==> config.mk <==
export PLATFORM = sky130hd
export DESIGN_NAME = ams_mode_seq
export DESIGN_NICKNAME = d
export VERILOG_FILES = /design/src/core/ams_pkg.sv /design/src/core/ams_sync2.sv /design/src/core/ams_coef_mem.sv /design/src/core/ams_mode_seq.sv
export VERILOG_INCLUDE_DIRS = /design/src /design/src/core
export SDC_FILE = /design/constraint.sdc
export NUM_CORES = 1
export LEC_CHECK = 0
export BUFFER_PORTS_ARGS = -buffer_cell sky130_fd_sc_hd__buf_2
export CAP_MARGIN = 15
export CORE_MARGIN = 2
export CORE_UTILIZATION = 55
export DETAILED_ROUTE_END_ITERATION = 12
export PLACE_DENSITY_LB_ADDON = 0.05
export SYNTH_ARGS = -nofsm -noshare
export SYNTH_HDL_FRONTEND = slang
export SYNTH_SLANG_ARGS = --single-unit
==> constraint.sdc <==
create_clock -name clk_sys_in -period 7.2 [get_ports clk_sys_in]
set_clock_uncertainty 0.1 [all_clocks]
set_input_delay 1.08 -clock clk_sys_in [delete_from_list [all_inputs] [get_ports clk_sys_in]]
set_output_delay 1.08 -clock clk_sys_in [all_outputs]
set_load 0.05 [all_outputs]
==> src/core/ams_cfg.svh <==
// Purpose: constants of the converter mode sequencer
// Assumes: 10 MHz system clock, AXI4-Lite byte addresses
// Notes: offsets are byte addresses of aligned 32-bit words
`ifndef AMS_CFG_SVH
`define AMS_CFG_SVH

`define AMS_MODE_OFS 8'h00
`define AMS_CFG_OFS 8'h04
`define AMS_IO_OFS 8'h08
`define AMS_COMM_OFS 8'h0C
`define AMS_STAT_OFS 8'h10
`define AMS_DATA_OFS 8'h14
`define AMS_OFSC_OFS 8'h18
`define AMS_FSC_OFS 8'h1C

`define AMS_MODE_RST 16'h000A
`define AMS_CFG_RST 16'h0710
`define AMS_IO_RST 8'h00

`define AMS_MSEL_MSB 15
`define AMS_MSEL_LSB 13
`define AMS_CLKO_MSB 7
`define AMS_CLKO_LSB 6
`define AMS_CLKO_ON 2'h1
`define AMS_BIAS_MSB 15
`define AMS_BIAS_LSB 14
`define AMS_BO_BIT 13
`define AMS_GAIN_MSB 10
`define AMS_GAIN_LSB 8
`define AMS_CH_MSB 2
`define AMS_CH_LSB 0
`define AMS_EXC_MSB 1
`define AMS_EXC_LSB 0
`define AMS_RDREQ_BIT 0
`define AMS_CONTRD_BIT 1
`define AMS_RDY_BIT 7

`define AMS_RESP_OKAY 2'h0
`define AMS_RESP_SLVERR 2'h2

`define AMS_RESULT_BITS 24
`define AMS_CLK_PERIOD_NS 100
`define AMS_OSC_SETTLE_NS 1000000
`define AMS_CONV_PERIOD_NS 10000000
`define AMS_FIRST_PERIODS 3'h2
`define AMS_SINGLE_PERIODS 3'h2
`define AMS_CAL_PERIODS 3'h2
`define AMS_CAL_FS_HI_PERIODS 3'h4

`endif

==> src/core/ams_pkg.sv <==
// Purpose: types of the converter mode sequencer
// Assumes: mode codes follow the 3-bit mode select field
// Notes: none
package ams_pkg;

  typedef enum logic [2:0] {
    MODE_CONT = 3'h0,
    MODE_SINGLE = 3'h1,
    MODE_IDLE = 3'h2,
    MODE_PDOWN = 3'h3,
    MODE_INT_ZS = 3'h4,
    MODE_INT_FS = 3'h5,
    MODE_SYS_ZS = 3'h6,
    MODE_SYS_FS = 3'h7
  } ams_mode_t;

  typedef enum logic [2:0] {
    ST_CONV,
    ST_OSC,
    ST_SCONV,
    ST_CAL,
    ST_IDLE,
    ST_PDOWN
  } ams_state_t;

endpackage : ams_pkg

==> src/core/ams_sync2.sv <==
// Purpose: two-flop synchroniser for pin inputs
// Assumes: inputs are levels from outside the clock domain
// Notes: only the second flop is visible outside
`timescale 1ns/10ps
module ams_sync2 #(
  parameter int unsigned WIDTH = 2,
  parameter logic [WIDTH-1:0] RESET_VAL = '1
)(
  input wire logic clk_in,
  input wire logic reset_in,
  input wire logic [WIDTH-1:0] async_in,
  output logic [WIDTH-1:0] sync_out
);
  logic [WIDTH-1:0] meta_q;
  logic [WIDTH-1:0] sync_q;

  always_ff @(posedge clk_in)
  begin
    if (reset_in)
    begin
      meta_q <= RESET_VAL;
      sync_q <= RESET_VAL;
    end
    else
    begin
      meta_q <= async_in;
      sync_q <= meta_q;
    end
  end

  assign sync_out = sync_q;
endmodule : ams_sync2

==> src/core/ams_coef_mem.sv <==
// Purpose: per-channel calibration coefficient store
// Assumes: one write port, one registered read port
// Notes: contents are undefined until first calibration
`timescale 1ns/10ps
module ams_coef_mem (
  input wire logic clk_in,
  input wire logic reset_in,
  input wire logic we_in,
  input wire logic [2:0] waddr_in,
  input wire logic [23:0] wdata_in,
  input wire logic [2:0] raddr_in,
  output logic [23:0] rdata_out
);
  logic [23:0] mem_q [0:7];
  logic [23:0] rdata_q;

  always_ff @(posedge clk_in)
  begin
    if (we_in)
      mem_q[waddr_in] <= wdata_in;
  end

  always_ff @(posedge clk_in)
  begin
    if (reset_in)
      rdata_q <= 24'h000000;
    else
      rdata_q <= mem_q[raddr_in];
  end

  assign rdata_out = rdata_q;
endmodule : ams_coef_mem

==> src/core/ams_mode_seq.sv <==
// Purpose: operating-mode sequencer of a sigma-delta converter
// Assumes: conv_data_in is the filter output, same clock domain
// Notes: registers over AXI4-Lite, results shift out on a serial pin
// Function
// - 3-bit mode field decoded; code zero, continuous conversion, after reset.
// - continuous mode converts repeatedly, stores result, drives ready low.
// - with continuous read on, each result shifts out on serial clocks.
// - a read request write shifts out the stored result.
// - after restart or mode, config or io write, first result two periods later.
// - later continuous results once every output-rate period.
// - single mode waits one millisecond for oscillator before converting.
// - single conversion takes two periods, stores, ready low, then power-down.
// - single result kept and ready low until read, or a mode, config or io write.
// - idle holds filter and modulator reset, modulator clocks still run.
// - power-down turns off all circuitry, sources, bias and clock output.
// - internal zero-scale shorts the channel, done in two periods.
// - calibration drives ready high at start, low at end, then idle.
// - zero-scale calibrations store offset coefficient of selected channel.
// - internal full-scale: two periods at unity gain, four otherwise.
// - full-scale calibrations store full-scale coefficient of channel.
// - system full-scale uses host input on selected pins, two periods.
// - mode register write resets modulator and filter, sets not-ready.
// - mode field sits in the top three bits of the mode register.
`timescale 1ns/10ps
`include "ams_cfg.svh"
module ams_mode_seq
  import ams_pkg::*;
#(
  parameter int unsigned CONV_PERIOD_CYC =
    `AMS_CONV_PERIOD_NS / `AMS_CLK_PERIOD_NS,
  parameter int unsigned OSC_SETTLE_CYC =
    (`AMS_OSC_SETTLE_NS + `AMS_CLK_PERIOD_NS - 1) / `AMS_CLK_PERIOD_NS
)(
  input wire logic clk_sys_in,
  input wire logic reset_in,
  input wire logic [7:0] awaddr_in,
  input wire logic awvalid_in,
  output logic awready_out,
  input wire logic [31:0] wdata_in,
  input wire logic [3:0] wstrb_in,
  input wire logic wvalid_in,
  output logic wready_out,
  output logic [1:0] bresp_out,
  output logic bvalid_out,
  input wire logic bready_in,
  input wire logic [7:0] araddr_in,
  input wire logic arvalid_in,
  output logic arready_out,
  output logic [31:0] rdata_out,
  output logic [1:0] rresp_out,
  output logic rvalid_out,
  input wire logic rready_in,
  input wire logic [23:0] conv_data_in,
  input wire logic sclk_in,
  input wire logic cs_n_in,
  output logic dout_out,
  output logic ready_n_out,
  output logic mod_reset_out,
  output logic mod_clk_en_out,
  output logic input_short_out,
  output logic fs_ref_out,
  output logic exc_current_en_out,
  output logic burnout_en_out,
  output logic bias_en_out,
  output logic clock_output_driver_en_out
);
  logic aw_have_q, aw_have_d, w_have_q, w_have_d;
  logic [7:0] waddr_q, waddr_d;
  logic [31:0] wdata_q, wdata_d;
  logic [1:0] wstrb_q, wstrb_d;
  logic awready_q, awready_d, wready_q, wready_d;
  logic bvalid_q, bvalid_d, arready_q, arready_d, rvalid_q, rvalid_d;
  logic [1:0] bresp_q, bresp_d, rresp_q, rresp_d;
  logic [31:0] rdata_q, rdata_d;
  logic [15:0] mode_q, mode_d, cfg_q, cfg_d;
  logic [7:0] io_q, io_d;
  logic cont_rd_q, cont_rd_d, restart_q, restart_d;
  logic rd_req, data_rd, wr_fire;
  ams_state_t state_q, state_d;
  logic [31:0] cyc_q, cyc_d;
  logic [2:0] per_left_q, per_left_d;
  logic [23:0] data_q, data_d;
  logic rdy_q, rdy_d, tick, last, result_evt, ofs_we, fs_we;
  logic hw_mode_set;
  ams_mode_t hw_mode, mode_sel;
  logic mod_rst_q, mod_rst_d, clk_en_q, clk_en_d, short_q, short_d;
  logic fsref_q, fsref_d, exc_q, exc_d, bo_q, bo_d, bias_q, bias_d;
  logic clko_q, clko_d, pwr_on;
  logic [2:0] chan, gain;
  logic [23:0] ofs_rd, fs_rd, shift_q, shift_d;
  logic [4:0] bits_q, bits_d;
  logic [1:0] pin_s;
  logic sclk_prev_q, dout_q, dout_d, ser_done, sclk_fall;

  function automatic logic [15:0] merge16(input logic [15:0] old_v,
    input logic [15:0] new_v, input logic [1:0] strb);
    merge16 = {strb[1] ? new_v[15:8] : old_v[15:8],
               strb[0] ? new_v[7:0] : old_v[7:0]};
  endfunction : merge16

  assign mode_sel = ams_mode_t'(mode_q[`AMS_MSEL_MSB:`AMS_MSEL_LSB]);
  assign chan = cfg_q[`AMS_CH_MSB:`AMS_CH_LSB];
  assign gain = cfg_q[`AMS_GAIN_MSB:`AMS_GAIN_LSB];
  assign wr_fire = aw_have_q && w_have_q && !bvalid_q;

  // register bus; writes take address and data in either order
  always_comb
  begin
    aw_have_d = aw_have_q;
    w_have_d = w_have_q;
    waddr_d = waddr_q;
    wdata_d = wdata_q;
    wstrb_d = wstrb_q;
    bvalid_d = bvalid_q;
    bresp_d = bresp_q;
    arready_d = arready_q;
    rvalid_d = rvalid_q;
    rresp_d = rresp_q;
    rdata_d = rdata_q;
    mode_d = mode_q;
    cfg_d = cfg_q;
    io_d = io_q;
    cont_rd_d = cont_rd_q;
    restart_d = 1'b0;
    rd_req = 1'b0;
    data_rd = 1'b0;
    if (awvalid_in && awready_q)
    begin
      aw_have_d = 1'b1;
      waddr_d = awaddr_in;
    end
    if (wvalid_in && wready_q)
    begin
      w_have_d = 1'b1;
      wdata_d = wdata_in;
      wstrb_d = wstrb_in[1:0];
    end
    if (bvalid_q && bready_in)
      bvalid_d = 1'b0;
    // hardware falls back to idle or power-down; a mode register write overrides
    if (hw_mode_set)
      mode_d[`AMS_MSEL_MSB:`AMS_MSEL_LSB] = hw_mode;
    if (wr_fire)
    begin
      aw_have_d = 1'b0;
      w_have_d = 1'b0;
      bvalid_d = 1'b1;
      bresp_d = `AMS_RESP_OKAY;
      case ({waddr_q[7:2], 2'h0})
        `AMS_MODE_OFS:
        begin
          mode_d = merge16(mode_q, wdata_q[15:0], wstrb_q);
          restart_d = 1'b1;
        end
        `AMS_CFG_OFS:
        begin
          cfg_d = merge16(cfg_q, wdata_q[15:0], wstrb_q);
          restart_d = 1'b1;
        end
        `AMS_IO_OFS:
        begin
          if (wstrb_q[0])
            io_d = wdata_q[7:0];
          restart_d = 1'b1;
        end
        `AMS_COMM_OFS:
        begin
          if (wstrb_q[0])
          begin
            rd_req = wdata_q[`AMS_RDREQ_BIT];
            cont_rd_d = wdata_q[`AMS_CONTRD_BIT];
          end
        end
        `AMS_STAT_OFS, `AMS_DATA_OFS, `AMS_OFSC_OFS, `AMS_FSC_OFS:
          bresp_d = `AMS_RESP_OKAY;
        default:
          bresp_d = `AMS_RESP_SLVERR;
      endcase
    end
    awready_d = !aw_have_d && !bvalid_d;
    wready_d = !w_have_d && !bvalid_d;
    if (rvalid_q && rready_in)
    begin
      rvalid_d = 1'b0;
      arready_d = 1'b1;
    end
    if (arvalid_in && arready_q)
    begin
      arready_d = 1'b0;
      rvalid_d = 1'b1;
      rresp_d = `AMS_RESP_OKAY;
      rdata_d = 32'h00000000;
      case ({araddr_in[7:2], 2'h0})
        `AMS_MODE_OFS: rdata_d[15:0] = mode_q;
        `AMS_CFG_OFS: rdata_d[15:0] = cfg_q;
        `AMS_IO_OFS: rdata_d[7:0] = io_q;
        `AMS_COMM_OFS: rdata_d[`AMS_CONTRD_BIT] = cont_rd_q;
        `AMS_STAT_OFS:
        begin
          rdata_d[`AMS_RDY_BIT] = rdy_q;
          rdata_d[2:0] = chan;
        end
        `AMS_DATA_OFS:
        begin
          rdata_d[23:0] = data_q;
          data_rd = 1'b1;
        end
        `AMS_OFSC_OFS: rdata_d[23:0] = ofs_rd;
        `AMS_FSC_OFS: rdata_d[23:0] = fs_rd;
        default: rresp_d = `AMS_RESP_SLVERR;
      endcase
    end
  end

  always_ff @(posedge clk_sys_in)
  begin
    if (reset_in)
    begin
      aw_have_q <= 1'b0;
      w_have_q <= 1'b0;
      waddr_q <= 8'h00;
      wdata_q <= 32'h00000000;
      wstrb_q <= 2'h0;
      awready_q <= 1'b1;
      wready_q <= 1'b1;
      bvalid_q <= 1'b0;
      bresp_q <= `AMS_RESP_OKAY;
      arready_q <= 1'b1;
      rvalid_q <= 1'b0;
      rresp_q <= `AMS_RESP_OKAY;
      rdata_q <= 32'h00000000;
      mode_q <= `AMS_MODE_RST;
      cfg_q <= `AMS_CFG_RST;
      io_q <= `AMS_IO_RST;
      cont_rd_q <= 1'b0;
      restart_q <= 1'b1;
    end
    else
    begin
      aw_have_q <= aw_have_d;
      w_have_q <= w_have_d;
      waddr_q <= waddr_d;
      wdata_q <= wdata_d;
      wstrb_q <= wstrb_d;
      awready_q <= awready_d;
      wready_q <= wready_d;
      bvalid_q <= bvalid_d;
      bresp_q <= bresp_d;
      arready_q <= arready_d;
      rvalid_q <= rvalid_d;
      rresp_q <= rresp_d;
      rdata_q <= rdata_d;
      mode_q <= mode_d;
      cfg_q <= cfg_d;
      io_q <= io_d;
      cont_rd_q <= cont_rd_d;
      restart_q <= restart_d;
    end
  end

  assign tick = (cyc_q == CONV_PERIOD_CYC - 1);
  assign last = tick && (per_left_q == 3'h1);

  // sequencer; a restart always re-enters from the mode field
  always_comb
  begin
    state_d = state_q;
    cyc_d = tick ? 32'h00000000 : cyc_q + 32'h00000001;
    per_left_d = per_left_q;
    data_d = data_q;
    rdy_d = rdy_q;
    hw_mode_set = 1'b0;
    hw_mode = MODE_IDLE;
    result_evt = 1'b0;
    ofs_we = 1'b0;
    fs_we = 1'b0;
    if (data_rd || ser_done)
      rdy_d = 1'b1;
    if (restart_q)
    begin
      cyc_d = 32'h00000000;
      rdy_d = 1'b1;
      unique case (mode_sel)
        MODE_CONT:
        begin
          state_d = ST_CONV;
          per_left_d = `AMS_FIRST_PERIODS;
        end
        MODE_SINGLE: state_d = ST_OSC;
        MODE_IDLE: state_d = ST_IDLE;
        MODE_PDOWN: state_d = ST_PDOWN;
        MODE_INT_FS:
        begin
          state_d = ST_CAL;
          per_left_d = (gain == 3'h0) ? `AMS_CAL_PERIODS
                                      : `AMS_CAL_FS_HI_PERIODS;
        end
        MODE_INT_ZS, MODE_SYS_ZS, MODE_SYS_FS:
        begin
          state_d = ST_CAL;
          per_left_d = `AMS_CAL_PERIODS;
        end
      endcase
    end
    else
    begin
      unique case (state_q)
        ST_CONV:
        begin
          if (tick)
            per_left_d = per_left_q - 3'h1;
          if (last)
          begin
            result_evt = 1'b1;
            per_left_d = 3'h1;
          end
        end
        ST_OSC:
        begin
          if (cyc_q == OSC_SETTLE_CYC - 1)
          begin
            state_d = ST_SCONV;
            cyc_d = 32'h00000000;
            per_left_d = `AMS_SINGLE_PERIODS;
          end
        end
        ST_SCONV:
        begin
          if (tick)
            per_left_d = per_left_q - 3'h1;
          if (last)
          begin
            result_evt = 1'b1;
            hw_mode_set = 1'b1;
            hw_mode = MODE_PDOWN;
            state_d = ST_PDOWN;
          end
        end
        ST_CAL:
        begin
          if (tick)
            per_left_d = per_left_q - 3'h1;
          if (last)
          begin
            rdy_d = 1'b0;
            hw_mode_set = 1'b1;
            hw_mode = MODE_IDLE;
            state_d = ST_IDLE;
            ofs_we = !mode_sel[0];
            fs_we = mode_sel[0];
          end
        end
        ST_IDLE, ST_PDOWN: cyc_d = 32'h00000000;
      endcase
    end
    // a fresh result beats a read in the same cycle
    if (result_evt)
    begin
      data_d = conv_data_in;
      rdy_d = 1'b0;
    end
  end

  assign pwr_on = (state_d != ST_PDOWN);

  always_comb
  begin
    mod_rst_d = restart_q || (state_d == ST_IDLE) ||
      (state_d == ST_PDOWN) || (state_d == ST_OSC);
    clk_en_d = pwr_on && (state_d != ST_OSC);
    short_d = (state_d == ST_CAL) && (mode_sel == MODE_INT_ZS);
    fsref_d = (state_d == ST_CAL) && (mode_sel == MODE_INT_FS);
    exc_d = pwr_on && (io_q[`AMS_EXC_MSB:`AMS_EXC_LSB] != 2'h0);
    bo_d = pwr_on && cfg_q[`AMS_BO_BIT];
    bias_d = pwr_on && (cfg_q[`AMS_BIAS_MSB:`AMS_BIAS_LSB] != 2'h0);
    clko_d = pwr_on &&
      (mode_q[`AMS_CLKO_MSB:`AMS_CLKO_LSB] == `AMS_CLKO_ON);
  end

  always_ff @(posedge clk_sys_in)
  begin
    if (reset_in)
    begin
      state_q <= ST_IDLE;
      cyc_q <= 32'h00000000;
      per_left_q <= 3'h0;
      data_q <= 24'h000000;
      rdy_q <= 1'b1;
      mod_rst_q <= 1'b1;
      clk_en_q <= 1'b0;
      short_q <= 1'b0;
      fsref_q <= 1'b0;
      exc_q <= 1'b0;
      bo_q <= 1'b0;
      bias_q <= 1'b0;
      clko_q <= 1'b0;
    end
    else
    begin
      state_q <= state_d;
      cyc_q <= cyc_d;
      per_left_q <= per_left_d;
      data_q <= data_d;
      rdy_q <= rdy_d;
      mod_rst_q <= mod_rst_d;
      clk_en_q <= clk_en_d;
      short_q <= short_d;
      fsref_q <= fsref_d;
      exc_q <= exc_d;
      bo_q <= bo_d;
      bias_q <= bias_d;
      clko_q <= clko_d;
    end
  end

  ams_coef_mem u_ofs_mem (
    .clk_in(clk_sys_in),
    .reset_in(reset_in),
    .we_in(ofs_we),
    .waddr_in(chan),
    .wdata_in(conv_data_in),
    .raddr_in(chan),
    .rdata_out(ofs_rd)
  );

  ams_coef_mem u_fs_mem (
    .clk_in(clk_sys_in),
    .reset_in(reset_in),
    .we_in(fs_we),
    .waddr_in(chan),
    .wdata_in(conv_data_in),
    .raddr_in(chan),
    .rdata_out(fs_rd)
  );

  ams_sync2 #(
    .WIDTH(2),
    .RESET_VAL(2'h3)
  ) u_pin_sync (
    .clk_in(clk_sys_in),
    .reset_in(reset_in),
    .async_in({cs_n_in, sclk_in}),
    .sync_out(pin_s)
  );

  // serial output changes on the falling shift clock edge
  assign sclk_fall = sclk_prev_q && !pin_s[0];

  always_comb
  begin
    shift_d = shift_q;
    bits_d = bits_q;
    ser_done = 1'b0;
    if ((result_evt && cont_rd_q) || rd_req)
    begin
      shift_d = result_evt ? conv_data_in : data_q;
      bits_d = 5'(`AMS_RESULT_BITS);
    end
    else if (sclk_fall && !pin_s[1] && (bits_q != 5'h00))
    begin
      shift_d = {shift_q[22:0], 1'b0};
      bits_d = bits_q - 5'h01;
      ser_done = (bits_q == 5'h01);
    end
    dout_d = shift_d[23];
  end

  always_ff @(posedge clk_sys_in)
  begin
    if (reset_in)
    begin
      shift_q <= 24'h000000;
      bits_q <= 5'h00;
      sclk_prev_q <= 1'b1;
      dout_q <= 1'b0;
    end
    else
    begin
      shift_q <= shift_d;
      bits_q <= bits_d;
      sclk_prev_q <= pin_s[0];
      dout_q <= dout_d;
    end
  end

  assign awready_out = awready_q;
  assign wready_out = wready_q;
  assign bresp_out = bresp_q;
  assign bvalid_out = bvalid_q;
  assign arready_out = arready_q;
  assign rdata_out = rdata_q;
  assign rresp_out = rresp_q;
  assign rvalid_out = rvalid_q;
  assign dout_out = dout_q;
  assign ready_n_out = rdy_q;
  assign mod_reset_out = mod_rst_q;
  assign mod_clk_en_out = clk_en_q;
  assign input_short_out = short_q;
  assign fs_ref_out = fsref_q;
  assign exc_current_en_out = exc_q;
  assign burnout_en_out = bo_q;
  assign bias_en_out = bias_q;
  assign clock_output_driver_en_out = clko_q;
endmodule : ams_mode_seq

# Yosys cells after proc, flatten, opt, wreduce, memory -nomap -nowiden
# Memory sizes are Yosys's and may differ from the RTL's. A register that Yosys moved wholly into a read port is not among the register bits.
# Index checks and enable logic that the tools add are counted.
[classes]
mux = 77
eq_ne = 40
addsub = 3
reduce_logical = 62
[ops]
columns = ["op", "n"]
rows = [
  ["two-way mux 24 bit", 3],
  ["two-way mux 32 bit", 2],
  ["case mux 32 bit (2 select lines)", 1],
  ["equality test 6 x 3 -> 1 bit, second input constant", 8],
  ["two-way mux 1 bit", 42],
  ["case mux 8 bit (5 select lines)", 1],
  ["adder 32 x 1 -> 32 bit, second input constant", 1],
  ["equality test 32 x 14 -> 1 bit, second input constant", 1],
  ["equality test 32 x 17 -> 1 bit, second input constant", 1],
  ["two-way mux 16 bit", 2],
  ["two-way mux 3 bit", 10],
  ["equality test 3 bit, second input constant", 8],
  ["equality test 6 x 2 -> 1 bit, second input constant", 4],
  ["case mux 4 bit (6 select lines)", 1],
  ["case mux 8 bit (3 select lines)", 1],
  ["logical AND 1 bit", 21],
  ["AND reduction 3 bit", 7],
  ["case mux 3 bit (3 select lines)", 2],
  ["two-way mux 8 bit", 2],
  ["OR reduction 8 bit", 2],
  ["equality test 3 x 2 -> 1 bit, second input constant", 5],
  ["case mux 3 bit (5 select lines)", 1],
  ["case mux 1 bit (7 select lines)", 2],
  ["equality test 3 x 1 -> 1 bit, second input constant", 4],
  ["22 further kinds", 50],
]
[word_totals]
word_cells = 225
ff_bits = 208
out_inout_bits = 51
ram_bits = 384
n_memories = 2
[mem_list]
columns = ["memory", "depth", "word_bits", "rd", "rd_ports_with_merged_regs", "write_ports", "line", "source"]
rows = [
  ["u_fs_mem.mem_q", 8, 24, 1, 1, 1, "ams_coef_mem.sv:14", "logic [23:0] mem_q [0:7];"],
  ["u_ofs_mem.mem_q", 8, 24, 1, 1, 1, "ams_coef_mem.sv:14", ""],
]

# Longest topological paths before layout
[depth]
word_depth = 14
mapped_depth = 9
depth_no_buf = 8

# Cells and area by module
# A second synthesis with hierarchy kept.
[hier_totals]
hier_cells = 1717
area_unflattened_um2 = 24721.2
[modules_own_cells]
columns = ["mod", "instances", "area_per_inst_um2", "seq_area_each_um2", "cells_each"]
rows = [
  ["ams_coef_mem", 2, 7813.7, 6246.0, 340],
  ["ams_mode_seq", 1, 8988.6, 4003.8, 1029],
  ["ams_sync2", 1, 105.1, 80.1, 8],
]

# Worst setup path after synthesis
# Ideal clock, no wire load.
[synth_timing]
path_type = "flip-flop to flip-flop"
startpoint = "reg cyc_q[0]"
endpoint = "mem u_fs_mem.mem_q[3][0] (enable)"
slack_ns = 3.320
synth_period_minus_slack_ns = 3.880
path_buffers = 1
required_time_ns = 6.665
arrival_ns = 3.345
path_stages_with_launch = 8
path_cell_list = "dfxtp_1 ha_1 and3_1 buf_2 nand3_1 nor3_2 nand4_1 nor3_1"
[synth_via]
elab_chain_len = 7
[synth_rtl]
columns = ["item", "line", "source"]
rows = [
  ["start: declaration", "ams_mode_seq.sv:80", "logic [31:0] cyc_q, cyc_d;"],
  ["start signal: assignment", "ams_mode_seq.sv:401", "cyc_q <= cyc_d;"],
  ["equality test 32 x 17 -> 1 bit", "ams_mode_seq.sv:261", "assign tick = (cyc_q == CONV_PERIOD_CYC - 1);"],
  ["logical AND 1 bit", "ams_mode_seq.sv:262", "assign last = tick && (per_left_q == 3'h1);"],
  ["two-way mux 1 bit", "ams_mode_seq.sv:343", "if (last)"],
  ["two-way mux 1 bit", "ams_mode_seq.sv:307", "unique case (state_q)"],
  ["two-way mux 1 bit", "ams_mode_seq.sv:279", "if (restart_q)"],
  ["two-way mux 1 bit", "ams_coef_mem.sv:19", "if (we_in)"],
  ["two-way mux 1 bit (implied by the code)", "ams_coef_mem.sv:20", "mem_q[waddr_in] <= wdata_in;"],
  ["end: declaration", "ams_coef_mem.sv:14", ""],
]
# No other way between the ends.

# Final worst setup path
[layout_timing]
startpoint = "reg cyc_q[0]"
endpoint = "mem u_fs_mem.mem_q[6][7] (enable)"
# Same word-level chain as after synthesis.

==> impl_summary.txt <==
----------------------------------------------------
[Status]
  Status ... finished, final reports clean

[Clock network]
  Number of buffers added to fix hold violations after cts ... 0
  CTS tree ... yes
  Library cell used as clock root buffer ... sky130_fd_sc_hd__clkbuf_16
  Clock-pin transition on the worst setup and hold timing paths ... 0.06 ns
  Setup fix buffers added after clock tree synthesis ... 0
  Sinks on the clock net ... 636
  Post-cts resize count ... 0
  Level count of the clock H-tree ... 3
  CTS max path bufs ... 3
  TritonCTS buffer count ... 66
  Clock latency reported for the late side of the worst-skew pair ... about 0.6 ns

[Synth]
  Cell type with the highest aggregate area in the netlist ... sky130_fd_sc_hd__edfxtp_1
  Register area share after synthesis ... 69.0%
  Yosys warning total ... 0
  Share of async-settable or async-resettable flops after synthesis ... 0%
  Top cells by count, synth ... sky130_fd_sc_hd__edfxtp_1 (384), sky130_fd_sc_hd__dfxtp_1 (252), sky130_fd_sc_hd__nor2_1 (171)
  Mean instance size in the synthesized netlist ... 13.4 um2
  Post-synth EDFFs ... ~380
  Number of flip-flops and latches in the synthesized netlist ... 636
  Top cells by area, synth ... sky130_fd_sc_hd__edfxtp_1 (48%), sky130_fd_sc_hd__dfxtp_1 (21%), sky130_fd_sc_hd__a22oi_1 (3.7%)
  Cells after synthesis ... 1790
  Leading cell type by number of instances after synthesis ... sky130_fd_sc_hd__edfxtp_1
  Area share of the largest cell type after synthesis ... roughly 48%
  Synth Flop Type ... sky130_fd_sc_hd__edfxtp_1
  Cell Area, Synth ... between 20000 and 25000 um2
  Count of distinct cell types in the synthesized netlist ... 71

[STA]
  Period Utilization, post-route ... a little over half
  Fmax ... 253 MHz
  Transition at the pin with the smallest max-transition slack ... between 1 and 1.5 ns
  Final max-slew violation count ... 0
  Final critical-path required period ... 3.96 ns
  RSZ-0062 raised after global routing ... no
  Final Hold Violating Endpoints ... 0
  Setup-violating endpoint count in the final report ... 0
  Worst hold margin ... approximately 0.31 ns
  Setup TNS ... 0 ns
  Tightest slew margin relative to the limit ... ~30%

[Final layout]
  Synthesis-to-layout area growth ... 12.8%
  Nets ... 1971
  Fillers ... 3338
  Number of standard cells in the layout, taps in and fillers out ... 2517
  Final Core Density ... between 60% and 70%
  Layout cell share with drive strength beyond 1 ... 18.1%
  Diode insertion count for antenna repair ... 0

[Global routing]
  Remaining global-route overflow ... 0
  Initial antenna violation count ... 1
  M2 GR Usage ... between 40% and 50%
  Combined global-route utilization of all metal layers ... 26.8%
  Global routing's busiest layer ... met2
  Routing usage on met3 ... under 10%
  Global-route wire length before repair ... roughly 90 mm
  Number of global-route vias before repair ... around 15000
  Largest net degree at the start of global routing ... 94
  Met1 usage in global routing ... around 38%

[Power and ir drop]
  Int Power ... 5.73 mW
  Clock Power Share ... between 40% and 50%
  P_sw ... 1.59 mW
  Switching portion of total power ... around 22%
  Leakage power figure ... 9.15 nW
  Gate power share ... 3.3%
  Sequential power share ... a little over half
  Worst VDD drop ... ~0.22 mV
  Cell area power density ... 270 nW/um2
  Post-route total power ... 7.32 mW

[Worst setup path]
  Critical Path End Type ... flop
  Worst endpoint data arrival time ... about 4.1 ns
  Worst reg2reg path startpoint ... cyc_q[0]
  End of the worst register-to-register path ... u_fs_mem.mem_q[6][7]
  Data required time at the worst endpoint ... 7.36 ns
  Worst reg2reg setup slack ... 3.24 ns
  Class of the most critical setup path ... reg2reg
  Critical Path Source Type ... flop
  Worst reg-to-reg path cell count ... 7
  Maximum fanout along the worst path ... 16

[Min path]
  Min-delay worst type ... reg2reg
  Worst hold path cell count ... 1
  Hold_sp ... u_pin_sync.meta_q[0]
  Hold Path End ... u_pin_sync.sync_out[0]

[Job]
  Max-cap viol count ... 0

[Detailed routing]
  Antenna-violating nets left ... 0
  Total wire length after detailed routing ... 59.6 mm
  Routed vias ... 15225
  Starting DRT DRC Count ... between 1000 and 1500
  Number of vias per cell after detailed routing ... approximately 6
  Number of remaining DRC errors ... 0
  Number of search-and-repair iterations in the first detailed-routing pass ... 6
  Routed len/inst ... 23.7 um

[Placed design]
  Total placed cells including tap cells ... 2397
  Final Wtd Congestion ... around 0.88
  Final HPWL DP ... 34.0 mm
  # port buffers ... 103

[Floorplan]
  Die Width ... about 210 um
  Number of I/O pins ... approximately 140
  Core Box Area ... 43100 um2
  Vertical die dimension ... 213 um
  Initial Util ... 55.8%
  # rows ... 76
  Die Area ... 45400 um2

----------------------------------------------------
-- registers in the layout (all words and copies together), names as in the netlist, 24 cells and up --
name,flops
u_fs_mem.mem_q,192
cyc_q,32
rdata_out,24
u_ofs_mem.mem_q,192
shift_q,24
data_q,24
u_ofs_mem.rdata_out,24
u_fs_mem.rdata_out,24
-- cell type report --
type / count / area [um2] / share of cell area [%]
clock buffer: 90 / 1820 / 6.72
timing repair buffer: 138 / 785 / 2.89
multi-input combinational: 1020 / 6930 / 25.6
sequential: 636 / 16600 / 61.2
inverter: 18 / 67.6 / 0.249
tap: 585 / 732 / 2.70
clock inverter: 30 / 190 / 0.702
-- worst max-delay path: stages (launching register included) --
cell	delay, ns
sky130_fd_sc_hd__dfxtp_1	0.39
sky130_fd_sc_hd__ha_1	0.24
sky130_fd_sc_hd__and3_1	0.31
sky130_fd_sc_hd__nand3_1	0.22
sky130_fd_sc_hd__nor3_2	0.43
sky130_fd_sc_hd__nand4_1	0.61
sky130_fd_sc_hd__nor2b_2	0.86
sky130_fd_sc_hd__buf_4	0.46
-- metrics by stage --
stage / setup WS (ns) / area (um2)
6_report: 3.24 / 27100
5_1_grt: 2.99 / 27100
4_1_cts: 3.24 / 27100
3_5_place_dp: 3.26 / 25100
3_3_place_gp: 3.34 / 25100
2_1_floorplan: 3.32 / 24100
-- worst max-delay path by stage --
stage,start,endpoint,slack (ns),cells after the start
2_1_floorplan,cyc_q[0],u_fs_mem.mem_q[3][0],3.32,7
3_3_place_gp,araddr_in[3],rdata_out[5],3.34,7
3_5_place_dp,cyc_q[0],u_ofs_mem.mem_q[6][7],3.26,7
4_1_cts,cyc_q[0],u_ofs_mem.mem_q[6][2],3.24,7
5_1_grt,cyc_q[0],u_ofs_mem.mem_q[6][6],2.99,7
6_report,cyc_q[0],u_fs_mem.mem_q[6][7],3.24,7
-- layout by cell type (no fill, tap or decap), drive strengths merged, types with 5 or more instances in the layout --
cell    instances
nand4          13
a31oi          53
a21oi          78
and3           12
nand2b          6
or2             8
nor3           24
mux2i          53
clkinv         21
inv            23
nand3          45
clkbuf         90
a221oi         52
xor2           19
ha              6
a211oi         31
dfxtp         252
a22o           57
xnor2          16
or3             5
nand2          93
and2            5
nor4           15
buf           138
nor2          172
conb           10
a22oi         119
nor2b          19
mux2           42
edfxtp        384
o21ai          17
-- power groups by stage --
stage | Combinational (mW) | Clock [mW] | Sequential [mW]
after floorplan | 0.122 | 0 | 4.01
after global placement | 0.236 | 0 | 3.99
after detailed placement | 0.241 | 0 | 3.99
after CTS | 0.242 | 3.21 | 3.91
after global routing | 0.262 | 3.37 | 3.92
final | 0.242 | 3.17 | 3.91
-- routing by layer --
layer / wire length, um / vias up
met1: 26300 / 7602
met2: 28300 / 522
met5: 11 / -
met4: 1180 / 2
met3: 3870 / 92
li1: - / 7007
-- logic make-up (layout without fill, tap and decap cells) --
logic type               Yosys count  count (layout)  synth area share (%)
AO/OA/AOI/OAI                    436             436                  13.5
AND/OR/NAND/NOR                  436             436                  8.91
adder cells (fa/ha/maj)            6               6                 0.312
multiplexers                      97              97                  4.36
other                              1              10                0.0156
buffers and inverters            143             276                  2.67
XOR/XNOR                          35              35                  1.28
flip-flops                       636             636                  69.0
No activity file was read; power rests on OpenSTA's default activity.
